**src/rtl/tcc_pkg.sv**
```systemverilog
package tcc_pkg;

  // ****************************************************************
  // Register indices; the byte address on the bus is four times these.
  // ****************************************************************
  localparam logic [5:0] IDX_TIMER_CONTROL = 6'h12;
  localparam logic [5:0] IDX_TIMER_FLAGS = 6'h13;
  localparam logic [5:0] IDX_CAPTURE_HIGH = 6'h14;
  localparam logic [5:0] IDX_CAPTURE_LOW = 6'h15;
  localparam logic [5:0] IDX_COMPARE_HIGH = 6'h16;
  localparam logic [5:0] IDX_COMPARE_LOW = 6'h17;
  localparam logic [5:0] IDX_COUNTER_HIGH = 6'h18;
  localparam logic [5:0] IDX_COUNTER_LOW = 6'h19;
  localparam logic [5:0] IDX_ANALOG_CONTROL = 6'h1D;

  // ****************************************************************
  // Field positions.
  // ****************************************************************
  localparam int CTRL_CAPTURE_IRQ_ENABLE = 7;
  localparam int CTRL_COMPARE_IRQ_ENABLE = 6;
  localparam int CTRL_OVERFLOW_IRQ_ENABLE = 5;
  localparam int CTRL_CAPTURE_EDGE_SELECT = 1;
  localparam int CTRL_COMPARE_OUTPUT_LEVEL = 0;
  localparam int FLAG_CAPTURE = 7;
  localparam int FLAG_COMPARE = 6;
  localparam int FLAG_OVERFLOW = 5;
  localparam int ANALOG_CAPTURE_SOURCE_SELECT = 0;

  // ****************************************************************
  // Reset values and timing.
  // ****************************************************************
  localparam logic [15:0] COUNTER_RESET = 16'hFFFC;
  localparam logic [15:0] COUNTER_MAX = 16'hFFFF;
  localparam logic [1:0] PRESCALE_LAST = 2'h3;
  localparam logic [7:0] CONTROL_RESET = 8'h00;

endpackage : tcc_pkg

```
**src/rtl/timer_capture_compare_unit.sv**
```systemverilog
// The APB slave port is this design's own decision.
`timescale 1ns/1ps
// Function
// - Capture source is pin or comparator flag.
// - Active edge copies counter, sets capture flag.
// - Captured value is counter plus one.
// - Counter advances once per four clocks.
// - Reset keeps capture register contents.
// - Capture high read blocks captures until low.
// - Capture flag clears: status read, capture low.
// - Capture pair holds most recent capture.
// - Every fourth clock compare, drive level on match.
// - Compare pair read/write, kept over reset.
// - Compare high write disables matching until low.
// - Compare flag clears: status read, compare low.
// - Match loads output latch regardless of flag.
// - Reset clears control except edge select.
// - Three enables gate capture, compare, overflow interrupts.
// - Edge select picks rising or falling edge.
// - Output level bit sets pin high/low.
// - Status writes ignored, flags kept over reset.
// - Compare flag set when counter equals compare.
// - Overflow flag on wrap, cleared via counter low.
// - Reset presets counter to three below max.
// - Counter high read freezes counter low byte.
module timer_capture_compare_unit #(
  parameter int ADDR_WIDTH = 8
) (
  input wire logic I_CLK_SYS,
  input wire logic I_NRST,
  input wire logic I_PSEL,
  input wire logic I_PENABLE,
  input wire logic I_PWRITE,
  input wire logic [ADDR_WIDTH-1:0] I_PADDR,
  input wire logic [31:0] I_PWDATA,
  output logic [31:0] O_PRDATA,
  output logic O_PREADY,
  output logic O_PSLVERR,
  input wire logic I_CAPTURE_INPUT_PIN,
  input wire logic I_COMPARATOR_TWO_FLAG,
  output logic O_COMPARE_OUTPUT_PIN,
  output logic O_TIMER_IRQ
);

  // ****************************************************************
  // Address decoding.
  // ****************************************************************
  function automatic logic hits(input logic [ADDR_WIDTH-1:0] addr, input logic [5:0] idx);
    hits = (addr[ADDR_WIDTH-1:2] == {{(ADDR_WIDTH-8){1'b0}}, idx}) && (addr[1:0] == 2'h0);
  endfunction : hits

  wire setup_phase = I_PSEL & ~I_PENABLE;
  wire access_phase = I_PSEL & I_PENABLE;
  wire rd = access_phase & ~I_PWRITE;
  wire wr = access_phase & I_PWRITE;

  wire sel_control = hits(I_PADDR, tcc_pkg::IDX_TIMER_CONTROL);
  wire sel_flags = hits(I_PADDR, tcc_pkg::IDX_TIMER_FLAGS);
  wire sel_cap_hi = hits(I_PADDR, tcc_pkg::IDX_CAPTURE_HIGH);
  wire sel_cap_lo = hits(I_PADDR, tcc_pkg::IDX_CAPTURE_LOW);
  wire sel_cmp_hi = hits(I_PADDR, tcc_pkg::IDX_COMPARE_HIGH);
  wire sel_cmp_lo = hits(I_PADDR, tcc_pkg::IDX_COMPARE_LOW);
  wire sel_cnt_hi = hits(I_PADDR, tcc_pkg::IDX_COUNTER_HIGH);
  wire sel_cnt_lo = hits(I_PADDR, tcc_pkg::IDX_COUNTER_LOW);
  wire sel_analog = hits(I_PADDR, tcc_pkg::IDX_ANALOG_CONTROL);
  wire mapped = sel_control | sel_flags | sel_cap_hi | sel_cap_lo | sel_cmp_hi | sel_cmp_lo
    | sel_cnt_hi | sel_cnt_lo | sel_analog;

  // ****************************************************************
  // State.
  // ****************************************************************
  // Registers that reset must leave alone carry no reset term; the
  // declaration value stands for their power-up state.
  logic [15:0] capture = 16'h0000;
  logic [15:0] compare = 16'h0000;
  logic capture_flag = 1'b0;
  logic compare_flag = 1'b0;
  logic overflow_flag = 1'b0;
  logic capture_edge_select = 1'b0;

  logic capture_irq_enable;
  logic compare_irq_enable;
  logic overflow_irq_enable;
  logic compare_output_level;
  logic capture_source_select;
  logic [1:0] prescale;
  logic [15:0] counter;
  logic pin_meta;
  logic pin_sync;
  logic source_prev;
  logic [2:0] settle;
  logic capture_blocked;
  logic compare_blocked;
  logic low_frozen;
  logic [7:0] low_buffer;
  logic arm_capture;
  logic arm_compare;
  logic arm_overflow;
  logic output_latch;
  logic [31:0] read_data;

  // ****************************************************************
  // Prescaler and free-running counter.
  // ****************************************************************
  wire tick = (prescale == tcc_pkg::PRESCALE_LAST);
  wire wrap = tick & (counter == tcc_pkg::COUNTER_MAX);
  wire [15:0] next_counter = counter + 16'h0001;

  always_ff @(posedge I_CLK_SYS or negedge I_NRST) begin
    if (!I_NRST) begin
      prescale <= 2'h0;
      counter <= tcc_pkg::COUNTER_RESET;
    end else begin
      prescale <= prescale + 2'h1;
      if (tick) begin
        counter <= next_counter;
      end
    end
  end

  // ****************************************************************
  // Capture source and edge detection.
  // ****************************************************************
  // The comparator flag comes from logic on this clock and needs no
  // synchroniser. Switching the source may fake one edge; software
  // should re-read the flags after changing the source.
  wire capture_source = capture_source_select ? I_COMPARATOR_TWO_FLAG : pin_sync;

  // Edges are ignored until the synchroniser and the previous-value flop
  // hold real samples, so a pin held high across reset is not an edge.
  always_ff @(posedge I_CLK_SYS or negedge I_NRST) begin
    if (!I_NRST) begin
      pin_meta <= 1'b0;
      pin_sync <= 1'b0;
      source_prev <= 1'b0;
      settle <= 3'h0;
    end else begin
      pin_meta <= I_CAPTURE_INPUT_PIN;
      pin_sync <= pin_meta;
      source_prev <= capture_source;
      settle <= {settle[1:0], 1'b1};
    end
  end

  wire rise = capture_source & ~source_prev;
  wire fall = ~capture_source & source_prev;
  wire active_edge = capture_edge_select ? rise : fall;
  wire capture_take = active_edge & settle[2] & ~capture_blocked;

  // The counter value is one behind the pin by the synchroniser delay.
  wire [15:0] capture_value = next_counter;

  always_ff @(posedge I_CLK_SYS) begin
    if (capture_take) begin
      capture <= capture_value;
    end
  end

  // ****************************************************************
  // Compare.
  // ****************************************************************
  wire compare_match = tick & ~compare_blocked & (counter == compare);

  always_ff @(posedge I_CLK_SYS) begin
    if (wr && sel_cmp_hi) begin
      compare[15:8] <= I_PWDATA[7:0];
    end
    if (wr && sel_cmp_lo) begin
      compare[7:0] <= I_PWDATA[7:0];
    end
  end

  always_ff @(posedge I_CLK_SYS or negedge I_NRST) begin
    if (!I_NRST) begin
      output_latch <= 1'b0;
    end else if (compare_match) begin
      output_latch <= compare_output_level;
    end
  end

  // ****************************************************************
  // Access sequencing: blocks, low byte buffer and flag arming.
  // ****************************************************************
  wire access_cap_lo = rd & sel_cap_lo;
  wire access_cmp_lo = access_phase & sel_cmp_lo;
  wire access_cnt_lo = access_phase & sel_cnt_lo;
  wire read_flags = rd & sel_flags;

  always_ff @(posedge I_CLK_SYS or negedge I_NRST) begin
    if (!I_NRST) begin
      capture_blocked <= 1'b0;
      compare_blocked <= 1'b0;
    end else begin
      if (rd && sel_cap_hi) begin
        capture_blocked <= 1'b1;
      end else if (access_cap_lo) begin
        capture_blocked <= 1'b0;
      end
      if (wr && sel_cmp_hi) begin
        compare_blocked <= 1'b1;
      end else if (wr && sel_cmp_lo) begin
        compare_blocked <= 1'b0;
      end
    end
  end

  // Repeated high reads keep the first frozen value.
  always_ff @(posedge I_CLK_SYS or negedge I_NRST) begin
    if (!I_NRST) begin
      low_frozen <= 1'b0;
      low_buffer <= 8'h00;
    end else if (rd && sel_cnt_hi && !low_frozen) begin
      low_frozen <= 1'b1;
      low_buffer <= counter[7:0];
    end else if (rd && sel_cnt_lo) begin
      low_frozen <= 1'b0;
    end
  end

  // An arm is taken from the flag as it stands at the status read, so a
  // flag set afterwards is not cleared by the following low access.
  always_ff @(posedge I_CLK_SYS or negedge I_NRST) begin
    if (!I_NRST) begin
      arm_capture <= 1'b0;
      arm_compare <= 1'b0;
      arm_overflow <= 1'b0;
    end else begin
      if (read_flags) begin
        arm_capture <= capture_flag;
        arm_compare <= compare_flag;
        arm_overflow <= overflow_flag;
      end else begin
        if (access_cap_lo) begin
          arm_capture <= 1'b0;
        end
        if (access_cmp_lo) begin
          arm_compare <= 1'b0;
        end
        if (access_cnt_lo) begin
          arm_overflow <= 1'b0;
        end
      end
    end
  end

  // ****************************************************************
  // Status flags; a new event wins over a clear in the same cycle.
  // ****************************************************************
  wire clear_capture = access_cap_lo & arm_capture;
  wire clear_compare = access_cmp_lo & arm_compare;
  wire clear_overflow = access_cnt_lo & arm_overflow;

  always_ff @(posedge I_CLK_SYS) begin
    if (capture_take) begin
      capture_flag <= 1'b1;
    end else if (clear_capture) begin
      capture_flag <= 1'b0;
    end
    if (compare_match) begin
      compare_flag <= 1'b1;
    end else if (clear_compare) begin
      compare_flag <= 1'b0;
    end
    if (wrap) begin
      overflow_flag <= 1'b1;
    end else if (clear_overflow) begin
      overflow_flag <= 1'b0;
    end
  end

  // ****************************************************************
  // Control registers.
  // ****************************************************************
  always_ff @(posedge I_CLK_SYS or negedge I_NRST) begin
    if (!I_NRST) begin
      capture_irq_enable <= tcc_pkg::CONTROL_RESET[tcc_pkg::CTRL_CAPTURE_IRQ_ENABLE];
      compare_irq_enable <= tcc_pkg::CONTROL_RESET[tcc_pkg::CTRL_COMPARE_IRQ_ENABLE];
      overflow_irq_enable <= tcc_pkg::CONTROL_RESET[tcc_pkg::CTRL_OVERFLOW_IRQ_ENABLE];
      compare_output_level <= tcc_pkg::CONTROL_RESET[tcc_pkg::CTRL_COMPARE_OUTPUT_LEVEL];
      capture_source_select <= 1'b0;
    end else begin
      if (wr && sel_control) begin
        capture_irq_enable <= I_PWDATA[tcc_pkg::CTRL_CAPTURE_IRQ_ENABLE];
        compare_irq_enable <= I_PWDATA[tcc_pkg::CTRL_COMPARE_IRQ_ENABLE];
        overflow_irq_enable <= I_PWDATA[tcc_pkg::CTRL_OVERFLOW_IRQ_ENABLE];
        compare_output_level <= I_PWDATA[tcc_pkg::CTRL_COMPARE_OUTPUT_LEVEL];
      end
      if (wr && sel_analog) begin
        capture_source_select <= I_PWDATA[tcc_pkg::ANALOG_CAPTURE_SOURCE_SELECT];
      end
    end
  end

  // Edge select survives every reset, so it sits outside the reset tree.
  always_ff @(posedge I_CLK_SYS) begin
    if (wr && sel_control) begin
      capture_edge_select <= I_PWDATA[tcc_pkg::CTRL_CAPTURE_EDGE_SELECT];
    end
  end

  // ****************************************************************
  // Read path.
  // ****************************************************************
  wire [7:0] control_byte = {capture_irq_enable, compare_irq_enable, overflow_irq_enable,
    3'h0, capture_edge_select, compare_output_level};
  // Writes to the flags have no decoded effect at all.
  wire [7:0] flags_byte = {capture_flag, compare_flag, overflow_flag, 5'h00};
  wire [7:0] counter_low_view = low_frozen ? low_buffer : counter[7:0];
  wire [7:0] analog_byte = {7'h00, capture_source_select};

  always_comb begin
    read_data = 32'h0000_0000;
    if (sel_control) begin
      read_data = {24'h000000, control_byte};
    end else if (sel_flags) begin
      read_data = {24'h000000, flags_byte};
    end else if (sel_cap_hi) begin
      read_data = {24'h000000, capture[15:8]};
    end else if (sel_cap_lo) begin
      read_data = {24'h000000, capture[7:0]};
    end else if (sel_cmp_hi) begin
      read_data = {24'h000000, compare[15:8]};
    end else if (sel_cmp_lo) begin
      read_data = {24'h000000, compare[7:0]};
    end else if (sel_cnt_hi) begin
      read_data = {24'h000000, counter[15:8]};
    end else if (sel_cnt_lo) begin
      read_data = {24'h000000, counter_low_view};
    end else if (sel_analog) begin
      read_data = {24'h000000, analog_byte};
    end
  end

  // Read data is sampled in the setup cycle so it can stand in a flop
  // with no wait state; side effects happen in the access cycle.
  always_ff @(posedge I_CLK_SYS or negedge I_NRST) begin
    if (!I_NRST) begin
      O_PRDATA <= 32'h0000_0000;
    end else if (setup_phase && !I_PWRITE) begin
      O_PRDATA <= read_data;
    end
  end

  // ****************************************************************
  // Outputs.
  // ****************************************************************
  assign O_PREADY = 1'b1;
  assign O_PSLVERR = access_phase & ~mapped;
  assign O_COMPARE_OUTPUT_PIN = output_latch;
  assign O_TIMER_IRQ = (capture_flag & capture_irq_enable)
    | (compare_flag & compare_irq_enable)
    | (overflow_flag & overflow_irq_enable);

endmodule : timer_capture_compare_unit

```
**config.mk**
```make
export PLATFORM = sky130hd
export DESIGN_NAME = timer_capture_compare_unit
export DESIGN_NICKNAME = d
export VERILOG_FILES = /design/src/rtl/tcc_pkg.sv /design/src/rtl/timer_capture_compare_unit.sv
export SDC_FILE = /design/constraint.sdc
export NUM_CORES = 1
export LEC_CHECK = 0
export BUFFER_PORTS_ARGS = -buffer_cell sky130_fd_sc_hd__buf_2
export CAP_MARGIN = 20
export CORE_AREA = 5 5 108 110
export CTS_BUF_LIST = sky130_fd_sc_hd__clkbuf_8 sky130_fd_sc_hd__clkbuf_16
export CTS_CLUSTER_SIZE = 28
export DETAILED_ROUTE_END_ITERATION = 8
export DIE_AREA = 0 0 113 115
export PLACE_DENSITY = 0.65
export SYNTH_ARGS = -nofsm -noshare
export SYNTH_HDL_FRONTEND = slang
export SYNTH_SLANG_ARGS = --single-unit
```
**constraint.sdc**
```tcl
create_clock -name I_CLK_SYS -period 2.9 [get_ports I_CLK_SYS]
set_clock_uncertainty 0.05 [all_clocks]
set_input_delay 0.58 -clock I_CLK_SYS [delete_from_list [all_inputs] [get_ports I_CLK_SYS]]
set_output_delay 0.58 -clock I_CLK_SYS [all_outputs]
set_load 0.01 [all_outputs]
```
==> metrics <==
status complete, no violations; Layout area overhead 9.690%; CP endpoint kind output port; CP Launch Type input pin; largest net degree at the start of global routing 25; cts hold-fix bufs 0; total chip power 2503 µW; sequential area share after synthesis 51.55%; Async SR Flop Fraction 59.09%; Max Clk Rate 395.9 MHz; WS Path Type input pin to output port; first-pass GRT wire length 16620 µm; Yosys reg bits 88; CP startpoint I_PADDR[7]; height of the die 115 µm; Placer Congestion 0.8869; proportion of layout cells with a drive suffix above 1 22.45%; Comb pwr share 6.3%; vias per cell 5.343; Most used DFF post-synth dfrtp_1; fill count 973; Synth area leaders edfxtp_1 22%, dfrtp_1 21%, dfstp_2 8.0%; Tightest Pin Transition 0.5648 ns; overall routing resource usage 16.42%; DR WL/cell 17.78 µm; critical path fanouts, max 9; setup_tns 0 ns; Syn Inst Count 414; CTS Root Cell clkbuf_8; clk_lat worst skew 0.36 ns; Switching Fraction 22.43%; P_sw 561.4 µW; Synth cell types 54; Synth Warn # 0; worst-case vdd ir drop 0.2616 mV; vias 3104; Worst-path clk slew 0.09 ns; GR Overflow Total 0; crit share post-route 87.11%; DP Wirelength 7400 µm; Final Hold Fails 0; Antenna Nets Post-Route 0; Lkg Pwr 0.002080 µW; Worst Hold Class input pin to async pin; reg2reg path depth 5; max_slew headroom 62.35%; diodes inserted 0; DRT iter0 DRCs 250; unrepaired setup endpoints after global routing no; dpl ws 0.2358 ns; Clock Tree Buf Depth 2; H-tree depth 3; CP Data Required Time 2.27 ns; r2r startpoint counter[2]; Max Cap Viol 0; Core Region 0.01060 mm²; Synth top area share 21.56%; top post-synthesis cells by count 38 x dfrtp_1, 33 x edfxtp_1, 31 x nand2_1; Die ar. 0.01300 mm²; die width 113 µm; post-synth top area cell edfxtp_1; Clk pwr share 40.7%; initial antenna violation count 0; r2r endpoint O_COMPARE_OUTPUT_PIN; postcts setup bufs 0; IO buf count 33; worst reg-to-reg setup slack 0.87 ns; share of total power in sequential cells 53.0%; min Tclk post-route 2.526 ns; CTS tree built; num rows 38; WP data arrival 1.90 ns; synthesized area 0.004597 mm²; PnR worst setup slack 0.3739 ns; initial core utilization 43.36%; EDFF count, synth 33; DRC viols 0; CTS Sinks 88; power per cell area 496.4 mW/mm²; Max Transition Viols Final 0; fin nets 485; internal power 1941 µW; most frequent cell after synthesis dfrtp_1; drt total wl 10330 µm; end-of-flow core utilization 47.56%; endpoints failing setup 0; Num CTS Buffers 9; TritonRoute pass-1 iters 5; post_cts resized 0; I/O pins 83; Post-Syn Area per Cell 11.10 µm²; vias in the first global route 3030
## cells in the final DEF (no fill, tap or decap), types with 4 or more instances in the layout
master     instances
mux2i_1           18
nand2_1           31
dfrtp_1           38
xnor2_1           24
xor2_1            21
o21ai_0           17
nor2b_1            4
a21oi_1           10
o2bb2ai_1          4
buf_4             12
conb_1            26
nand4_1           10
edfxtp_1          33
mux2_2            18
buf_2             33
nand3_1           13
clkbuf_8           9
o41ai_1            4
a22oi_1            5
nand3b_1           4
inv_1              6
nor2_1            19
and3_1             5
nor3_1             6
a211oi_1           5
dfstp_2           14
## power groups by stage
stage	Clock [µW]	Sequential, µW	Combinational, µW
2_1_floorplan	0	1350	111
3_3_place_gp	0	1350	156
3_5_place_dp	0	1350	158
4_1_cts	1040	1330	159
5_1_grt	1100	1330	175
6_report	1020	1330	158
## metrics by stage
stage | cells | hold slack (ns) | instance area, µm²
final | 581 | 0.1440 | 5042
after global routing | 581 | 0.1619 | 5042
after CTS | 581 | 0.1374 | 5042
after detailed placement | 565 | 0.2904 | 4801
after global placement | 565 | 0.2822 | 4801
after floorplan | 438 | 0.2344 | 4687
## state kept, by name, indices dropped and copies added, names as in the netlist, 2 cells and up
register / cells
capture: 16
settle: 3
counter: 16
low_buffer: 8
prescale: 2
compare: 16
O_PRDATA: 8
## cells by family (layout without fill, tap and decap cells)
kind of cell,Yosys count,count (layout),synth area share (%)
other,2,26,0.1634
buffers and inverters,65,68,7.458
adders and majority gates,2,2,0.5443
xor gates and xnor gates,45,45,8.574
and+or+nand+nor,115,115,14.07
DFF,88,88,51.55
AOI/OAI and AO/OA,59,59,8.574
muxes,38,38,9.063
## cell type report
type	count	area [µm²]	share of cell area (%)
Clock inverter	7	117.6	2.333
Inverter	7	26.28	0.5211
Clock buffer	9	123.9	2.457
Timing Repair Buffer	45	255.2	5.062
Tap cell	140	175.2	3.474
Sequential cell	88	2370	47.00
Multi-Input combinational cell	285	1974	39.16
## routing by layer
| metal | vias to the layer above | global-route usage (%) | share of wire [%] |
|---|---|---|---|
| met5 | - | 0 | 0 |
| met4 | 0 | 5.769 | 2.4 |
| met3 | 16 | 2.842 | 6.5 |
| met2 | 117 | 25.71 | 45 |
| met1 | 1512 | 23.17 | 46 |
| li1 | 1459 | - | - |
## critical path, cell delays in order
cell	delay [ns]
buf_2	0.09
or4b_1	0.75
a211oi_1	0.27
nor2_1	0.06
buf_2	0.14
## worst max path at each step
| stage | endpoint | slack (ns) | cells after the start |
|---|---|---|---|
| 6_report | O_PSLVERR | 0.37 | 5 |
| 5_1_grt | O_PSLVERR | 0.30 | 5 |
| 4_1_cts | O_PSLVERR | 0.38 | 5 |
| 3_5_place_dp | compare[11] | 0.24 | 6 |
| 3_3_place_gp | O_PRDATA[3] | 0.25 | 5 |
| 2_1_floorplan | compare[10] | 0.23 | 6 |
No activity file was read; power rests on OpenSTA's default activity.
